**src/design/tick_timer_pkg.sv**
```systemverilog
// constants for the tick timer block
package tick_timer_pkg;
   localparam logic [11:0] CTRL_A_OFFS     = 12'h000;
   localparam logic [11:0] CTRL_B_OFFS     = 12'h004;
   localparam logic [11:0] COUNT_LO_OFFS   = 12'h008;
   localparam logic [11:0] COUNT_HI_OFFS   = 12'h00C;
   localparam logic [11:0] IRQ_OFFS        = 12'h010;
   localparam int          ON_BIT          = 7;
   localparam int          OUT_BIT         = 5;
   localparam int          WIDE_BIT        = 4;
   localparam int          POST_LSB        = 0;
   localparam int          SRC_LSB         = 5;
   localparam int          UNSYNC_BIT      = 4;
   localparam int          PRE_LSB         = 0;
   localparam int          IRQ_FLAG_BIT    = 0;
   localparam int          IRQ_EN_BIT      = 1;
   localparam logic [7:0]  CTRL_RESET      = 8'h00;
   localparam logic [7:0]  COUNT_LO_RESET  = 8'h00;
   localparam logic [7:0]  COUNT_HI_RESET  = 8'hFF;
   localparam logic [2:0]  SRC_LOGIC_CELL  = 3'h7;
   localparam logic [2:0]  SRC_SEC_OSC     = 3'h6;
   localparam logic [2:0]  SRC_MID_OSC     = 3'h5;
   localparam logic [2:0]  SRC_LOW_OSC     = 3'h4;
   localparam logic [2:0]  SRC_HIGH_OSC    = 3'h3;
   localparam logic [2:0]  SRC_INSTR       = 3'h2;
   localparam logic [2:0]  SRC_PIN_INV     = 3'h1;
   localparam logic [2:0]  SRC_PIN_TRUE    = 3'h0;
   localparam int          INSTR_DIV       = 4;
   localparam logic [1:0]  RESP_OKAY       = 2'b00;
   localparam logic [1:0]  RESP_SLVERR     = 2'b10;
endpackage

```
**src/design/tick_timer.sv**
```systemverilog
// timer with prescaler, postscaler, match/rollover flag and toggled output
// Operation
// postscaler divides events by field plus one
// postscaler cleared on low-byte or control_a write
// software computes period, no handler reload
// sleeping synchronised timer stops counting
// sleeping unsynchronised timer counts, may wake
// 8-bit match when low equals period
// 16-bit event on wrap to zero
// flag set every post_divide_sel+1 events
// enabled flag raises interrupt and wake
// output routable to pins and peripherals
// output level readable at control_a bit 5
// match_pulse one period per postscaled event
// output toggles on match_pulse rise
// timer_on enables, off means idle
// wide_mode_sel picks 16 or 8 bit
// tick_source_sel picks one of eight clocks
// unsynced_input_sel bypasses instruction-clock sync
// prescale two to power of field
// control_a bit 6 zero, controls reset zero
// match clears low, reloads period buffer
// 16-bit high byte buffered on read/write
// reset clears low, high becomes all ones
// software clears flag after service
//
// Implementation choices: the register offsets and register access over AXI4-Lite.
`timescale 1ns/10ps
module tick_timer
   import tick_timer_pkg::*;
(
   // clock and reset
   input  wire logic        clk,
   input  wire logic        arst_n,
   // axi4-lite write address
   input  wire logic [11:0] s_axi_awaddr,
   input  wire logic        s_axi_awvalid,
   output logic             s_axi_awready,
   // axi4-lite write data
   input  wire logic [31:0] s_axi_wdata,
   input  wire logic [3:0]  s_axi_wstrb,
   input  wire logic        s_axi_wvalid,
   output logic             s_axi_wready,
   // axi4-lite write response
   output logic [1:0]       s_axi_bresp,
   output logic             s_axi_bvalid,
   input  wire logic        s_axi_bready,
   // axi4-lite read
   input  wire logic [11:0] s_axi_araddr,
   input  wire logic        s_axi_arvalid,
   output logic             s_axi_arready,
   output logic [31:0]      s_axi_rdata,
   output logic [1:0]       s_axi_rresp,
   output logic             s_axi_rvalid,
   input  wire logic        s_axi_rready,
   // tick sources, asynchronous to clk
   input  wire logic        ext_tick_pin,
   input  wire logic        logic_cell_one_out,
   input  wire logic        secondary_osc,
   input  wire logic        mid_freq_osc,
   input  wire logic        low_freq_osc,
   input  wire logic        high_freq_osc,
   // system
   input  wire logic        sleep_req,
   output logic             tick_out,
   output logic             match_pulse,
   output logic             irq,
   output logic             wake
);
   logic [1:0] rst_sync_r;
   wire        rst_n = rst_sync_r[1];
   always_ff @(posedge clk or negedge arst_n) begin
      if (!arst_n) rst_sync_r <= 2'b00;
      else rst_sync_r <= {rst_sync_r[0], 1'b1};
   end

   // registers
   logic       on_r, wide_r, unsync_r, irq_flag_r, irq_en_r, out_r;
   logic [3:0] post_sel_r, pre_sel_r, post_cnt_r;
   logic [2:0] src_sel_r;
   logic [7:0] lo_r, hi_r, hi_true_r, period_r;
   logic [14:0] pre_cnt_r;

   // source synchronisers; the second stage gives the current level, the third the previous level for edge detect
   logic [5:0] src_s1_r, src_s2_r, src_s3_r;
   wire  [5:0] src_raw = {logic_cell_one_out, secondary_osc, mid_freq_osc,
                          low_freq_osc, high_freq_osc, ext_tick_pin};
   always_ff @(posedge clk or negedge rst_n) begin
      if (!rst_n) begin
         src_s1_r <= 6'h00;
         src_s2_r <= 6'h00;
         src_s3_r <= 6'h00;
      end else begin
         src_s1_r <= src_raw;
         src_s2_r <= src_s1_r;
         src_s3_r <= src_s2_r;
      end
   end
   logic [1:0] sleep_s_r;
   always_ff @(posedge clk or negedge rst_n) begin
      if (!rst_n) sleep_s_r <= 2'b00;
      else sleep_s_r <= {sleep_s_r[0], sleep_req};
   end
   wire sleeping = sleep_s_r[1];

   // instruction clock enable: one pulse every INSTR_DIV cycles
   logic [1:0] instr_cnt_r;
   always_ff @(posedge clk or negedge rst_n) begin
      if (!rst_n) instr_cnt_r <= 2'h0;
      else instr_cnt_r <= instr_cnt_r + 2'h1;
   end
   wire instr_en = (instr_cnt_r == 2'(INSTR_DIV - 1));

   // source select
   function automatic logic pick_src(input logic [2:0] s, input logic [5:0] v);
      case (s)
         SRC_LOGIC_CELL: pick_src = v[5];
         SRC_SEC_OSC:    pick_src = v[4];
         SRC_MID_OSC:    pick_src = v[3];
         SRC_LOW_OSC:    pick_src = v[2];
         SRC_HIGH_OSC:   pick_src = v[1];
         SRC_PIN_INV:    pick_src = ~v[0];
         default:        pick_src = v[0];
      endcase
   endfunction
   wire src_now  = pick_src(src_sel_r, src_s2_r);
   wire src_prev = pick_src(src_sel_r, src_s3_r);
   wire is_instr = (src_sel_r == SRC_INSTR);
   wire src_rise = is_instr ? instr_en : (src_now & ~src_prev);

   // pending rising edge held until next instruction slot when synchronised
   logic pend_r;
   wire  raw_tick  = unsync_r ? src_rise : ((pend_r | src_rise) & instr_en);
   // sleeping synchronised timer halts; async keeps counting
   wire  run       = on_r & ~(sleeping & ~unsync_r);
   wire  tick_in   = run & raw_tick;

   // prescaler 2^n
   wire [14:0] pre_mask = 15'((16'h0001 << pre_sel_r) - 16'h0001);
   wire        pre_done = ((pre_cnt_r & pre_mask) == pre_mask);
   wire        cnt_en   = tick_in & pre_done;

   // count logic
   wire        match8   = ~wide_r & (lo_r == period_r);
   wire        wrap16   = wide_r & (hi_true_r == 8'hFF) & (lo_r == 8'hFF);
   wire        event_hit = cnt_en & (match8 | wrap16);
   wire        post_done = (post_cnt_r == post_sel_r);
   wire        flag_set  = event_hit & post_done;

   // bus decode
   logic       aw_hold_r, w_hold_r;
   logic [11:0] aw_addr_r;
   logic [31:0] w_data_r;
   logic [3:0]  w_strb_r;
   wire         wr_go   = aw_hold_r & w_hold_r & ~s_axi_bvalid;
   wire         wr_lane = w_strb_r[0];
   wire         wr_a    = wr_go & wr_lane & (aw_addr_r == CTRL_A_OFFS);
   wire         wr_b    = wr_go & wr_lane & (aw_addr_r == CTRL_B_OFFS);
   wire         wr_lo   = wr_go & wr_lane & (aw_addr_r == COUNT_LO_OFFS);
   wire         wr_hi   = wr_go & wr_lane & (aw_addr_r == COUNT_HI_OFFS);
   wire         wr_irq  = wr_go & wr_lane & (aw_addr_r == IRQ_OFFS);
   wire         wr_hit  = (aw_addr_r == CTRL_A_OFFS) | (aw_addr_r == CTRL_B_OFFS) |
                          (aw_addr_r == COUNT_LO_OFFS) | (aw_addr_r == COUNT_HI_OFFS) |
                          (aw_addr_r == IRQ_OFFS);
   wire  [7:0]  wb      = w_data_r[7:0];
   wire         rd_go   = s_axi_arvalid & s_axi_arready;
   wire         rd_lo   = rd_go & (s_axi_araddr == COUNT_LO_OFFS);
   wire         clr_scal = wr_lo | wr_a | wr_b;

   // control registers
   always_ff @(posedge clk or negedge rst_n) begin
      if (!rst_n) begin
         on_r <= 1'b0;
         wide_r <= 1'b0;
         post_sel_r <= CTRL_RESET[3:0];
         src_sel_r <= CTRL_RESET[7:5];
         unsync_r <= 1'b0;
         pre_sel_r <= CTRL_RESET[3:0];
         irq_en_r <= 1'b0;
      end else begin
         if (wr_a) begin
            on_r <= wb[ON_BIT];
            wide_r <= wb[WIDE_BIT];
            post_sel_r <= wb[POST_LSB +: 4];
         end
         if (wr_b) begin
            src_sel_r <= wb[SRC_LSB +: 3];
            unsync_r <= wb[UNSYNC_BIT];
            pre_sel_r <= wb[PRE_LSB +: 4];
         end
         if (wr_irq) irq_en_r <= wb[IRQ_EN_BIT];
      end
   end

   // prescaler/postscaler/pending
   always_ff @(posedge clk or negedge rst_n) begin
      if (!rst_n) begin
         pre_cnt_r <= 15'h0000;
         post_cnt_r <= 4'h0;
         pend_r <= 1'b0;
      end else begin
         pend_r <= unsync_r ? 1'b0 : ((pend_r | src_rise) & ~instr_en);
         if (clr_scal) begin
            pre_cnt_r <= 15'h0000;
            post_cnt_r <= 4'h0;
         end else begin
            if (tick_in) pre_cnt_r <= pre_done ? 15'h0000 : pre_cnt_r + 15'h0001;
            if (event_hit) post_cnt_r <= post_done ? 4'h0 : post_cnt_r + 4'h1;
         end
      end
   end

   // count registers
   always_ff @(posedge clk or negedge rst_n) begin
      if (!rst_n) begin
         lo_r <= COUNT_LO_RESET;
         hi_r <= COUNT_HI_RESET;
         hi_true_r <= 8'h00;
         period_r <= COUNT_HI_RESET;
      end else begin
         if (wr_hi) hi_r <= wb;
         else if (rd_lo & wide_r) hi_r <= hi_true_r;
         if (wr_lo) begin
            lo_r <= wb;
            if (wide_r) hi_true_r <= hi_r;
         end else if (cnt_en) begin
            if (match8) begin
               lo_r <= 8'h00;
               period_r <= hi_r;
            end else begin
               lo_r <= lo_r + 8'h01;
               if (wide_r & (lo_r == 8'hFF)) hi_true_r <= hi_true_r + 8'h01;
            end
         end
      end
   end

   // flag, output, pulse
   logic pulse_hold_r;
   always_ff @(posedge clk or negedge rst_n) begin
      if (!rst_n) begin
         irq_flag_r <= 1'b0;
         out_r <= 1'b0;
         match_pulse <= 1'b0;
         pulse_hold_r <= 1'b0;
         tick_out <= 1'b0;
         irq <= 1'b0;
         wake <= 1'b0;
      end else begin
         // set beats software clear
         if (flag_set) irq_flag_r <= 1'b1;
         else if (wr_irq & ~wb[IRQ_FLAG_BIT]) irq_flag_r <= 1'b0;
         // pulse spans one prescaled period
         if (flag_set) pulse_hold_r <= 1'b1;
         else if (cnt_en | clr_scal | ~on_r) pulse_hold_r <= 1'b0;
         match_pulse <= flag_set | (pulse_hold_r & ~(cnt_en | clr_scal | ~on_r));
         if (flag_set) out_r <= ~out_r;
         tick_out <= flag_set ? ~out_r : out_r;
         irq <= irq_en_r & (irq_flag_r | flag_set);
         wake <= irq_en_r & (irq_flag_r | flag_set) & sleeping;
      end
   end

   // axi4-lite write channel
   always_ff @(posedge clk or negedge rst_n) begin
      if (!rst_n) begin
         aw_hold_r <= 1'b0;
         w_hold_r <= 1'b0;
         aw_addr_r <= 12'h000;
         w_data_r <= 32'h0000_0000;
         w_strb_r <= 4'h0;
         s_axi_awready <= 1'b0;
         s_axi_wready <= 1'b0;
         s_axi_bvalid <= 1'b0;
         s_axi_bresp <= RESP_OKAY;
      end else begin
         s_axi_awready <= ~aw_hold_r & ~s_axi_awready & ~s_axi_bvalid;
         s_axi_wready <= ~w_hold_r & ~s_axi_wready & ~s_axi_bvalid;
         if (s_axi_awvalid & s_axi_awready) begin
            aw_hold_r <= 1'b1;
            aw_addr_r <= {s_axi_awaddr[11:2], 2'b00};
         end
         if (s_axi_wvalid & s_axi_wready) begin
            w_hold_r <= 1'b1;
            w_data_r <= s_axi_wdata;
            w_strb_r <= s_axi_wstrb;
         end
         if (wr_go) begin
            aw_hold_r <= 1'b0;
            w_hold_r <= 1'b0;
            s_axi_bvalid <= 1'b1;
            s_axi_bresp <= wr_hit ? RESP_OKAY : RESP_SLVERR;
         end else if (s_axi_bready) begin
            s_axi_bvalid <= 1'b0;
         end
      end
   end

   // axi4-lite read channel; control_a bit 6 reads zero
   wire [7:0] ctrl_a_rd = {on_r, 1'b0, out_r, wide_r, post_sel_r};
   wire [7:0] ctrl_b_rd = {src_sel_r, unsync_r, pre_sel_r};
   wire [7:0] irq_rd    = {6'h00, irq_en_r, irq_flag_r};
   wire [11:0] ra       = {s_axi_araddr[11:2], 2'b00};
   wire        rd_hit   = (ra == CTRL_A_OFFS) | (ra == CTRL_B_OFFS) |
                          (ra == COUNT_LO_OFFS) | (ra == COUNT_HI_OFFS) | (ra == IRQ_OFFS);
   wire [7:0]  rd_byte  = (ra == CTRL_A_OFFS)   ? ctrl_a_rd :
                          (ra == CTRL_B_OFFS)   ? ctrl_b_rd :
                          (ra == COUNT_LO_OFFS) ? lo_r :
                          (ra == COUNT_HI_OFFS) ? hi_r :
                          (ra == IRQ_OFFS)      ? irq_rd : 8'h00;
   always_ff @(posedge clk or negedge rst_n) begin
      if (!rst_n) begin
         s_axi_arready <= 1'b0;
         s_axi_rvalid <= 1'b0;
         s_axi_rdata <= 32'h0000_0000;
         s_axi_rresp <= RESP_OKAY;
      end else begin
         s_axi_arready <= ~s_axi_arready & ~s_axi_rvalid & s_axi_arvalid;
         if (rd_go) begin
            s_axi_rvalid <= 1'b1;
            s_axi_rdata <= {24'h000000, rd_byte};
            s_axi_rresp <= rd_hit ? RESP_OKAY : RESP_SLVERR;
         end else if (s_axi_rready) begin
            s_axi_rvalid <= 1'b0;
         end
      end
   end

   // checks
   chk_post_clear: assert property (@(posedge clk) disable iff (!rst_n)
      clr_scal |=> (post_cnt_r == 4'h0))
      else $error("postscaler not cleared");
   chk_flag_ratio: assert property (@(posedge clk) disable iff (!rst_n)
      (event_hit & ~clr_scal & (post_cnt_r != post_sel_r)) |=> !$rose(irq_flag_r))
      else $error("flag set early");
   chk_flag_set: assert property (@(posedge clk) disable iff (!rst_n)
      flag_set |=> irq_flag_r)
      else $error("flag not set");
   chk_sync_sleep: assert property (@(posedge clk) disable iff (!rst_n)
      (sleeping & ~unsync_r) |-> !cnt_en)
      else $error("counting in sync sleep");
   chk_off_idle: assert property (@(posedge clk) disable iff (!rst_n)
      !on_r |-> !cnt_en)
      else $error("counting while off");
   chk_out_toggle: assert property (@(posedge clk) disable iff (!rst_n)
      flag_set |=> (out_r != $past(out_r)))
      else $error("output not toggled");
   chk_match_clear: assert property (@(posedge clk) disable iff (!rst_n)
      (cnt_en & match8 & ~wr_lo) |=> (lo_r == 8'h00))
      else $error("match did not clear low");
   chk_irq_out: assert property (@(posedge clk) disable iff (!rst_n)
      (irq_en_r & irq_flag_r) |=> irq)
      else $error("irq missing");
   chk_wrap_evt: assert property (@(posedge clk) disable iff (!rst_n)
      (cnt_en & wrap16 & ~wr_lo) |=> (lo_r == 8'h00 && hi_true_r == 8'h00))
      else $error("wrap wrong");
   chk_bit6_zero: assert property (@(posedge clk) disable iff (!rst_n)
      ctrl_a_rd[6] == 1'b0)
      else $error("bit 6 set");
   chk_wide_load: assert property (@(posedge clk) disable iff (!rst_n)
      (wr_lo & wide_r) |=> (hi_true_r == $past(hi_r)))
      else $error("high byte not loaded");
   chk_pulse_follow: assert property (@(posedge clk) disable iff (!rst_n)
      flag_set |=> match_pulse)
      else $error("match pulse missing");
   chk_async_run: assert property (@(posedge clk) disable iff (!rst_n)
      (on_r & unsync_r & sleeping & src_rise) |-> tick_in)
      else $error("async sleep not counting");
   cov_match8: cover property (@(posedge clk) disable iff (!rst_n) cnt_en & match8);
   cov_async: cover property (@(posedge clk) disable iff (!rst_n)
      sleeping & unsync_r & cnt_en);
   cov_wrap16: cover property (@(posedge clk) disable iff (!rst_n) cnt_en & wrap16);
   cov_post16: cover property (@(posedge clk) disable iff (!rst_n)
      flag_set & (post_sel_r == 4'hF));
   cov_wake: cover property (@(posedge clk) disable iff (!rst_n) wake);
endmodule // tick_timer

```
**config.mk**
```make
export PLATFORM = sky130hd
export DESIGN_NAME = tick_timer
export DESIGN_NICKNAME = d
export VERILOG_FILES = /design/src/design/tick_timer_pkg.sv /design/src/design/tick_timer.sv
export SDC_FILE = /design/constraint.sdc
export NUM_CORES = 1
export LEC_CHECK = 0
export CORE_ASPECT_RATIO = 0.7
export CORE_MARGIN = 5
export CORE_UTILIZATION = 47
export DETAILED_ROUTE_END_ITERATION = 16
export DONT_BUFFER_PORTS = 1
export PLACE_DENSITY = 0.66
export SETUP_SLACK_MARGIN = 0.3
export SYNTH_ARGS = -nofsm -noshare
export SYNTH_HDL_FRONTEND = slang
export SYNTH_SLANG_ARGS = --single-unit
```
**constraint.sdc**
```tcl
create_clock -name clk -period 4.1 [get_ports clk]
set_clock_uncertainty 0.05 [all_clocks]
set_input_delay 0.41 -clock clk [delete_from_list [all_inputs] [get_ports clk]]
set_output_delay 0.41 -clock clk [all_outputs]
set_load 0.005 [all_outputs]
```
==> run_results.csv, run 1 <==
group,metric,value,unit
timing,worstMarginPinSlew,1.06,ns
setup_path,crit_chain,"nor2_2 -> nand3b_1 -> ha_1 -> nor2b_1 -> mux2i_1 -> nor4b_2 -> and4b_1 -> a21oi_1 -> a31o_2",
final_layout,drive_gt1_share,18.7,%
clock_tree,cts_buffer_depth,2,
synthesis,yosys_warnings,0,
placement,numPortBuffers,0,
synthesis,synthArstFlopShare,100,%
timing,rsz0062_at_grt,"false",
drt,drcViolationCount,0,
setup_path,crit_type,"reg2reg",
synthesis,synth-edff-count,0,
min_path,hold-path-endpoint,"s_axi_rvalid$_DFFE_PN0P_",
setup_path,reg2reg_depth,9,
floorplanning,die_h,112,um
placement,hpwlAfterDp,11.6,mm
floorplanning,num_rows,37,
setup_path,path_depth,9,
setup_path,critPathSlowestCell,"and4b_1",
clock_tree,cts_root_buffer,"clkbuf_16",
final_layout,layout.nets,741,
job,maxCapViolCount,0,
power_and_ir_drop,power,4.02,mW
min_path,hold_start,"s_axi_rready",
floorplanning,die_w,156,um
power_and_ir_drop,ir_drop,0.000399,V
placement,place_congestion,0.857,
setup_path,r2r_end,"match_pulse$_DFF_PN0_",
timing,slew_viol_final,0,
grt,grt_usage,19.8,%
drt,wirelength,17.1,mm
floorplanning,design.core.area,0.0147,mm^2
setup_path,r2r_slack,0.54,ns
synthesis,synth_top_flop_cell,"dfrtp_1",
grt,grt_start_max_net_pins,85,
timing,fmax,281,MHz
timing,slew_headroom,29.6,%
setup_path,endpoint_kind,"register",
final_layout,antenna_cells,0,
power_and_ir_drop,cellLeakagePower,3.26,nW
grt,grt_pass1_vias,5335,
setup_path,rr_startpoint,"pre_sel_r[3]$_DFFE_PN0P_",
grt,grt_pass1_wl,27.6,mm
drt,final_antenna_net_count,0,
clock_tree,clk_pin_slew_worst_paths,0.06,ns
timing,period_share,86.9,%
timing,finalSetupViolCount,0,
drt,drt_iter0_markers,505,
timing,min_period,3.56,ns
drt,num_vias,5384,
clock_tree,cts_tree,"built",
clock_tree,clock-sinks,133,
power_and_ir_drop,power.density,518,mW/mm^2
floorplanning,pin_count,119,
timing,setup-tns-final,0,ns
clock_tree,cts_made_buffers,17,
drt,first_pass_iters,5,
run_status,status,"complete, no violations",
floorplanning,initial_core_util,47.9,%
grt,antenna_found_initial,0,
setup_path,crit_arrival,3.83,ns
setup_path,worst-path-buf-inv,0,
synthesis,syn_area,0.00704,mm^2
synthesis,avgSynthCellArea,10.6,um^2
final_layout,area_growth,10.3,%
setup_path,start_kind,"register",
clock_tree,clock_latency,0.42,ns
min_path,holdPathStages,1,
grt,overflow,0,
setup_path,path_delay_family,"simple AND/OR/NAND/NOR gates",
clock_tree,ctsHtreeMaxLevel,4,
setup_path,cp.required,4.36,ns
synthesis,synth_seq_cells,133,
drt,wl_per_cell,19.7,um
synthesis,synth_cells,665,
setup_path,cp_slowest_stage_delay,0.76,ns
floorplanning,die_area,0.0176,mm^2
synthesis,ys_types,74,
synthesis,ys_seq_area_share,47.6,%
setup_path,crit_path_max_fanout,14,
drt,viasPerCell,6.20,
min_path,hold_class,"in2reg",
timing,hold_viol_final,0,
## cell usage in the layout, fill, tap and decap left out, drive strengths merged, types with 11 or more instances in the layout
| cell | netlist | routed |
|---|---|---|
| nand2b | 13 | 13 |
| xnor2 | 12 | 12 |
| dfrtp | 117 | 117 |
| clkbuf | 21 | 18 |
| nor2 | 38 | 38 |
| nand3 | 31 | 31 |
| mux2i | 13 | 13 |
| nand4b | 11 | 12 |
| mux2 | 43 | 43 |
| a31oi | 17 | 17 |
| nor3 | 27 | 27 |
| and3 | 11 | 11 |
| conb | 2 | 27 |
| inv | 10 | 18 |
| or4 | 15 | 15 |
| a21oi | 21 | 21 |
| nand2 | 45 | 45 |
| dfstp | 16 | 16 |
| o21ai | 15 | 15 |
## flip-flops by register name (all words and copies together), names as in the netlist, 6 cells and up
signal / cells
lo_r: 8
hi_true_r: 8
pre_cnt_r: 15
src_s3_r: 6
aw_addr_r: 10
src_s2_r: 6
src_s1_r: 6
w_data_r: 8
hi_r: 8
s_axi_rdata: 8
period_r: 8
## metal layers
layer | global-route usage, % | vias up | routed length, um
met4 | 5.55 | 0 | 233
met2 | 29.1 | 224 | 7630
met1 | 27.9 | 2704 | 7790
li1 | - | 2435 | -
met5 | 0 | - | 0
met3 | 6.90 | 21 | 1440
## how the worst max path moves through the flow
stage / from / endpoint / slack [ns]
3_3_place_gp: pre_sel_r[2]$_DFFE_PN0P_ / post_cnt_r[0]$_DFFE_PN0P_ / 0.64
6_report: pre_sel_r[3]$_DFFE_PN0P_ / match_pulse$_DFF_PN0_ / 0.54
2_1_floorplan: pre_sel_r[3]$_DFFE_PN0P_ / pre_cnt_r[7]$_DFFE_PN0P_ / 1.23
4_1_cts: pre_sel_r[2]$_DFFE_PN0P_ / post_cnt_r[0]$_DFFE_PN0P_ / 0.47
3_5_place_dp: pre_sel_r[2]$_DFFE_PN0P_ / post_cnt_r[3]$_DFFE_PN0P_ / 0.48
5_1_grt: pre_sel_r[3]$_DFFE_PN0P_ / post_cnt_r[2]$_DFFE_PN0P_ / 0.35
## cell type report
class / count / area [um^2]
Fill cell: 1247 / 6910
Multi-Input combinational cell: 483 / 3380
Sequential cell: 133 / 3350
Clock buffer: 18 / 439
Tap cell: 195 / 244
Clock inverter: 14 / 161
Timing Repair Buffer: 16 / 153
Inverter: 10 / 37.5
## Yosys cell counts (6+ instances only)
cell / instances / area (um^2)
nor2_1: 37 / 139
buf_2: 11 / 55.1
a211oi_1: 6 / 45.0
a31o_2: 8 / 70.1
a22oi_1: 6 / 45.0
nand2_1: 45 / 169
mux2i_1: 13 / 130
o21ai_0: 14 / 70.1
nand2b_1: 13 / 81.3
inv_1: 10 / 37.5
clkbuf_1: 21 / 78.8
a21o_1: 7 / 52.6
or4_1: 15 / 113
nand4_1: 8 / 50.1
buf_4: 27 / 203
xnor2_1: 12 / 105
a31oi_1: 17 / 106
nor3_1: 25 / 125
nor2b_1: 6 / 37.5
o41ai_1: 6 / 52.6
nand4b_1: 10 / 87.6
a221o_1: 6 / 60.1
nand3_1: 31 / 155
and3_1: 11 / 68.8
mux2_2: 43 / 484
dfrtp_1: 117 / 2930
dfstp_2: 16 / 420
ha_1: 6 / 75.1
a21oi_1: 21 / 105
## through the flow
stage	hold WS [ns]	util (%)	instance area (um^2)	instances	worst slack [ns]
final	0.0304	52.9	7760	869	0.537
after global routing	0.0121	52.9	7760	869	0.351
after CTS	0.0120	52.7	7740	868	0.467
after detailed placement	0.0645	48.1	7060	828	0.485
after global placement	0.0645	48.1	7060	828	0.644
after floorplan	0.0644	-	7130	690	1.23
## kinds of logic (layout without fill, tap and decap cells)
logic type	count (synthesis)	after routing	share of synthesized area, %
AND/OR/NAND/NOR	244	245	20.5
AO/OA/AOI/OAI	134	134	14.0
flip-flops	133	133	47.6
buffers and inverters	75	58	6.17
multiplexers	56	56	8.73
XOR/XNOR	15	15	1.87
adder cells (fa/ha/maj)	6	6	1.07
other	2	27	0.107
## report_power, final
group | switching [mW] | internal [mW]
clock network | 0.644 | 0.882
registers | 0.303 | 1.51
logic | 0.386 | 0.294
## timing repair
| item | CTS | global route |
|---|---|---|
| endpoints found under the hold margin | 9 | 0 |
| endpoints found under the setup margin | 0 | 3 |
| hold buffers | 8 | 0 |
| resized for setup | 0 | 2 |
| buffers inserted | 0 | 0 |
No activity file was read; power rests on OpenSTA's default activity.
==> run 2, diff against run 1 <==
==> constraint.sdc (replaced) <==
create_clock -name clk -period 4.1 [get_ports clk]
set_clock_uncertainty 0.05 [all_clocks]
set_input_delay 0 -clock clk [delete_from_list [all_inputs] [get_ports clk]]
set_output_delay 0 -clock clk [all_outputs]
set_load 0.005 [all_outputs]
==> run 2 against run 1 <==
Non-clock buffer count up 33. Via count up 3.2%. Critical endpoint is now hi_true_r[4]$_DFFE_PN0P_. First-iteration DRC count down 3.6%. Total power down 0.87%. Final area up 3.6%. Clock power down 3%. Largest cell class unchanged. Combinational power up 2%.
==> run_results.csv, run 2 (same netlist as run 1, synthesis figures left out) <==
group,metric,value,unit
drt,wl_per_cell,19.5,um
drt,wirelength,17.5,mm
timing,min_period,3.57,ns
final_layout,final_common_cell,"dfrtp_1",
floorplanning,design.core.area,0.0147,mm^2
final_layout,final_cell_mix,"dfrtp_1 (116), nand2_1 (45), mux2_2 (43)",
setup_path,endpoint_kind,"register",
setup_path,rr_startpoint,"pre_sel_r[3]$_DFFE_PN0P_",
setup_path,worst-path-buf-inv,0,
setup_path,cp.required,4.35,ns
floorplanning,die_area,0.0176,mm^2
setup_path,path_delay_family,"simple AND/OR/NAND/NOR gates",
clock_tree,ctsHtreeMaxLevel,4,
grt,grt_pass1_wl,28.7,mm
drt,drcViolationCount,0,
setup_path,cp_slowest_stage_delay,0.67,ns
power_and_ir_drop,power,3.98,mW
final_layout,antenna_cells,0,
drt,first_pass_iters,5,
final_layout,drive_gt1_share,17.4,%
floorplanning,die_w,156,um
placement,numPortBuffers,0,
setup_path,crit_arrival,3.82,ns
floorplanning,num_rows,37,
clock_tree,clk_pin_slew_worst_paths,0.06,ns
grt,overflow,0,
setup_path,crit_path_max_fanout,34,
setup_path,reg2reg_depth,9,
drt,drt_iter0_markers,487,
timing,period_share,87.1,%
placement,dp.cells,829,
power_and_ir_drop,ir_drop,0.000372,V
setup_path,start_kind,"register",
final_layout,top_register,"pre_cnt_r",
grt,grt_pass1_vias,5391,
timing,slew_viol_final,0,
setup_path,crit_chain,"nor2_2 -> nand3b_1 -> ha_1 -> nor2b_1 -> mux2i_1 -> nor4b_2 -> nand4b_4 -> or4_1 -> a31o_2",
final_layout,layout.nets,773,
min_path,hold-path-endpoint,"s_axi_rdata[1]$_DFFE_PN0P_",
drt,final_antenna_net_count,0,
drt,num_vias,5556,
setup_path,r2r_end,"hi_true_r[4]$_DFFE_PN0P_",
clock_tree,cts_resized,0,
job,maxCapViolCount,0,
final_layout,layout.cells.non_filler,901,
setup_path,crit_type,"reg2reg",
power_and_ir_drop,power.density,495,mW/mm^2
min_path,hold_class,"in2reg",
timing,finalSetupViolCount,0,
setup_path,r2r_slack,0.53,ns
clock_tree,cts_setup_buffers,0,
clock_tree,clock-sinks,133,
min_path,holdPathStages,3,
min_path,hold_start,"s_axi_araddr[4]",
floorplanning,initial_core_util,47.9,%
clock_tree,cts_buffer_depth,2,
final_layout,utilization,54.8,%
grt,grt_usage,20.5,%
clock_tree,cts_made_buffers,17,
drt,viasPerCell,6.17,
placement,place_congestion,0.890,
grt,grt_start_max_net_pins,82,
setup_path,critPathSlowestCell,"or4_1",
power_and_ir_drop,cellLeakagePower,3.39,nW
clock_tree,cts_root_buffer,"clkbuf_16",
final_layout,area_growth,14.3,%
final_layout,largest_reg_flops,15,
timing,fmax,280,MHz
timing,hold_viol_final,0,
placement,hpwlAfterDp,11.9,mm
timing,slew_headroom,20.3,%
timing,rsz0062_at_grt,"false",
final_layout,largestRegisters,"pre_cnt_r (15), aw_addr_r (10)",
floorplanning,die_h,112,um
timing,worstMarginPinSlew,1.19,ns
floorplanning,pin_count,119,
clock_tree,cts_tree,"built",
timing,setup-tns-final,0,ns
clock_tree,clock_latency,0.42,ns
grt,antenna_found_initial,0,
run_status,status,"complete, no violations",
run 2: cell count changes in the layout (fill, tap and decap cells not counted), moves of 2 or more:
cell | before | now
dlygate4sd3_1 | 8 | 40
inv_6 | 4 | 7
inv_8 | 4 | 1
clkinv_4 | 4 | 2
run 2: repair_timing:
item | in CTS | in global routing
hold buffers | 40 | 0
endpoints found under the setup margin | 0 | 9
hold endpoints to repair | 42 | 0
run 2: power by group:
part           internal (mW)  switching [mW]  total [mW]
Clock                  0.869           0.618        1.49
Combinational          0.307           0.385       0.692
Sequential              1.51           0.295        1.81
Total                   2.69            1.30        3.98
run 2: how the worst max path moves through the flow:
stage,endpoint,depth (start not counted),from,slack [ns]
global placement,hi_true_r[2]$_DFFE_PN0P_,9,pre_sel_r[3]$_DFFE_PN0P_,0.70
floorplan,pre_cnt_r[7]$_DFFE_PN0P_,11,pre_sel_r[3]$_DFFE_PN0P_,1.23
global route,post_cnt_r[2]$_DFFE_PN0P_,9,pre_sel_r[2]$_DFFE_PN0P_,0.30
detailed placement,hi_true_r[3]$_DFFE_PN0P_,9,pre_sel_r[3]$_DFFE_PN0P_,0.56
finish,hi_true_r[4]$_DFFE_PN0P_,9,pre_sel_r[3]$_DFFE_PN0P_,0.53
CTS,hi_true_r[3]$_DFFE_PN0P_,9,pre_sel_r[3]$_DFFE_PN0P_,0.56
run 2: worst min-delay path, delay by kind of cell:
kind | cells | cell delay (ns)
AO/OA/AOI/OAI | 3 | 0.43
run 2: through the flow:
step	setup slack [ns]	area [um^2]	hold WS (ns)
floorplan	1.23	7130	-0.346
global placement	0.698	7070	-0.346
detailed placement	0.560	7070	-0.346
CTS	0.558	8040	0.00165
global route	0.302	8040	0.0245
finish	0.531	8040	0.0148
run 2: routing by layer:
metal  GRT usage [%]  part of all wire, %  vias up  wire, um
li1                -                    -     2502         -
met2            30.4                   46      252      8000
met5               0                    0        -         0
met4            6.18                  1.6        0       287
met3            5.05                  8.8       37      1540
met1            29.7                   44     2765      7700
run 2: final cells by class:
| cell class | count | area [um^2] |
|---|---|---|
| Tap cell | 195 | 244 |
| Fill cell | 1241 | 6630 |
| Inverter | 10 | 37.5 |
| Clock inverter | 13 | 133 |
| Clock buffer | 19 | 443 |
| Timing Repair Buffer | 49 | 480 |
| Sequential cell | 133 | 3350 |
| Multi-Input combinational cell | 482 | 3350 |
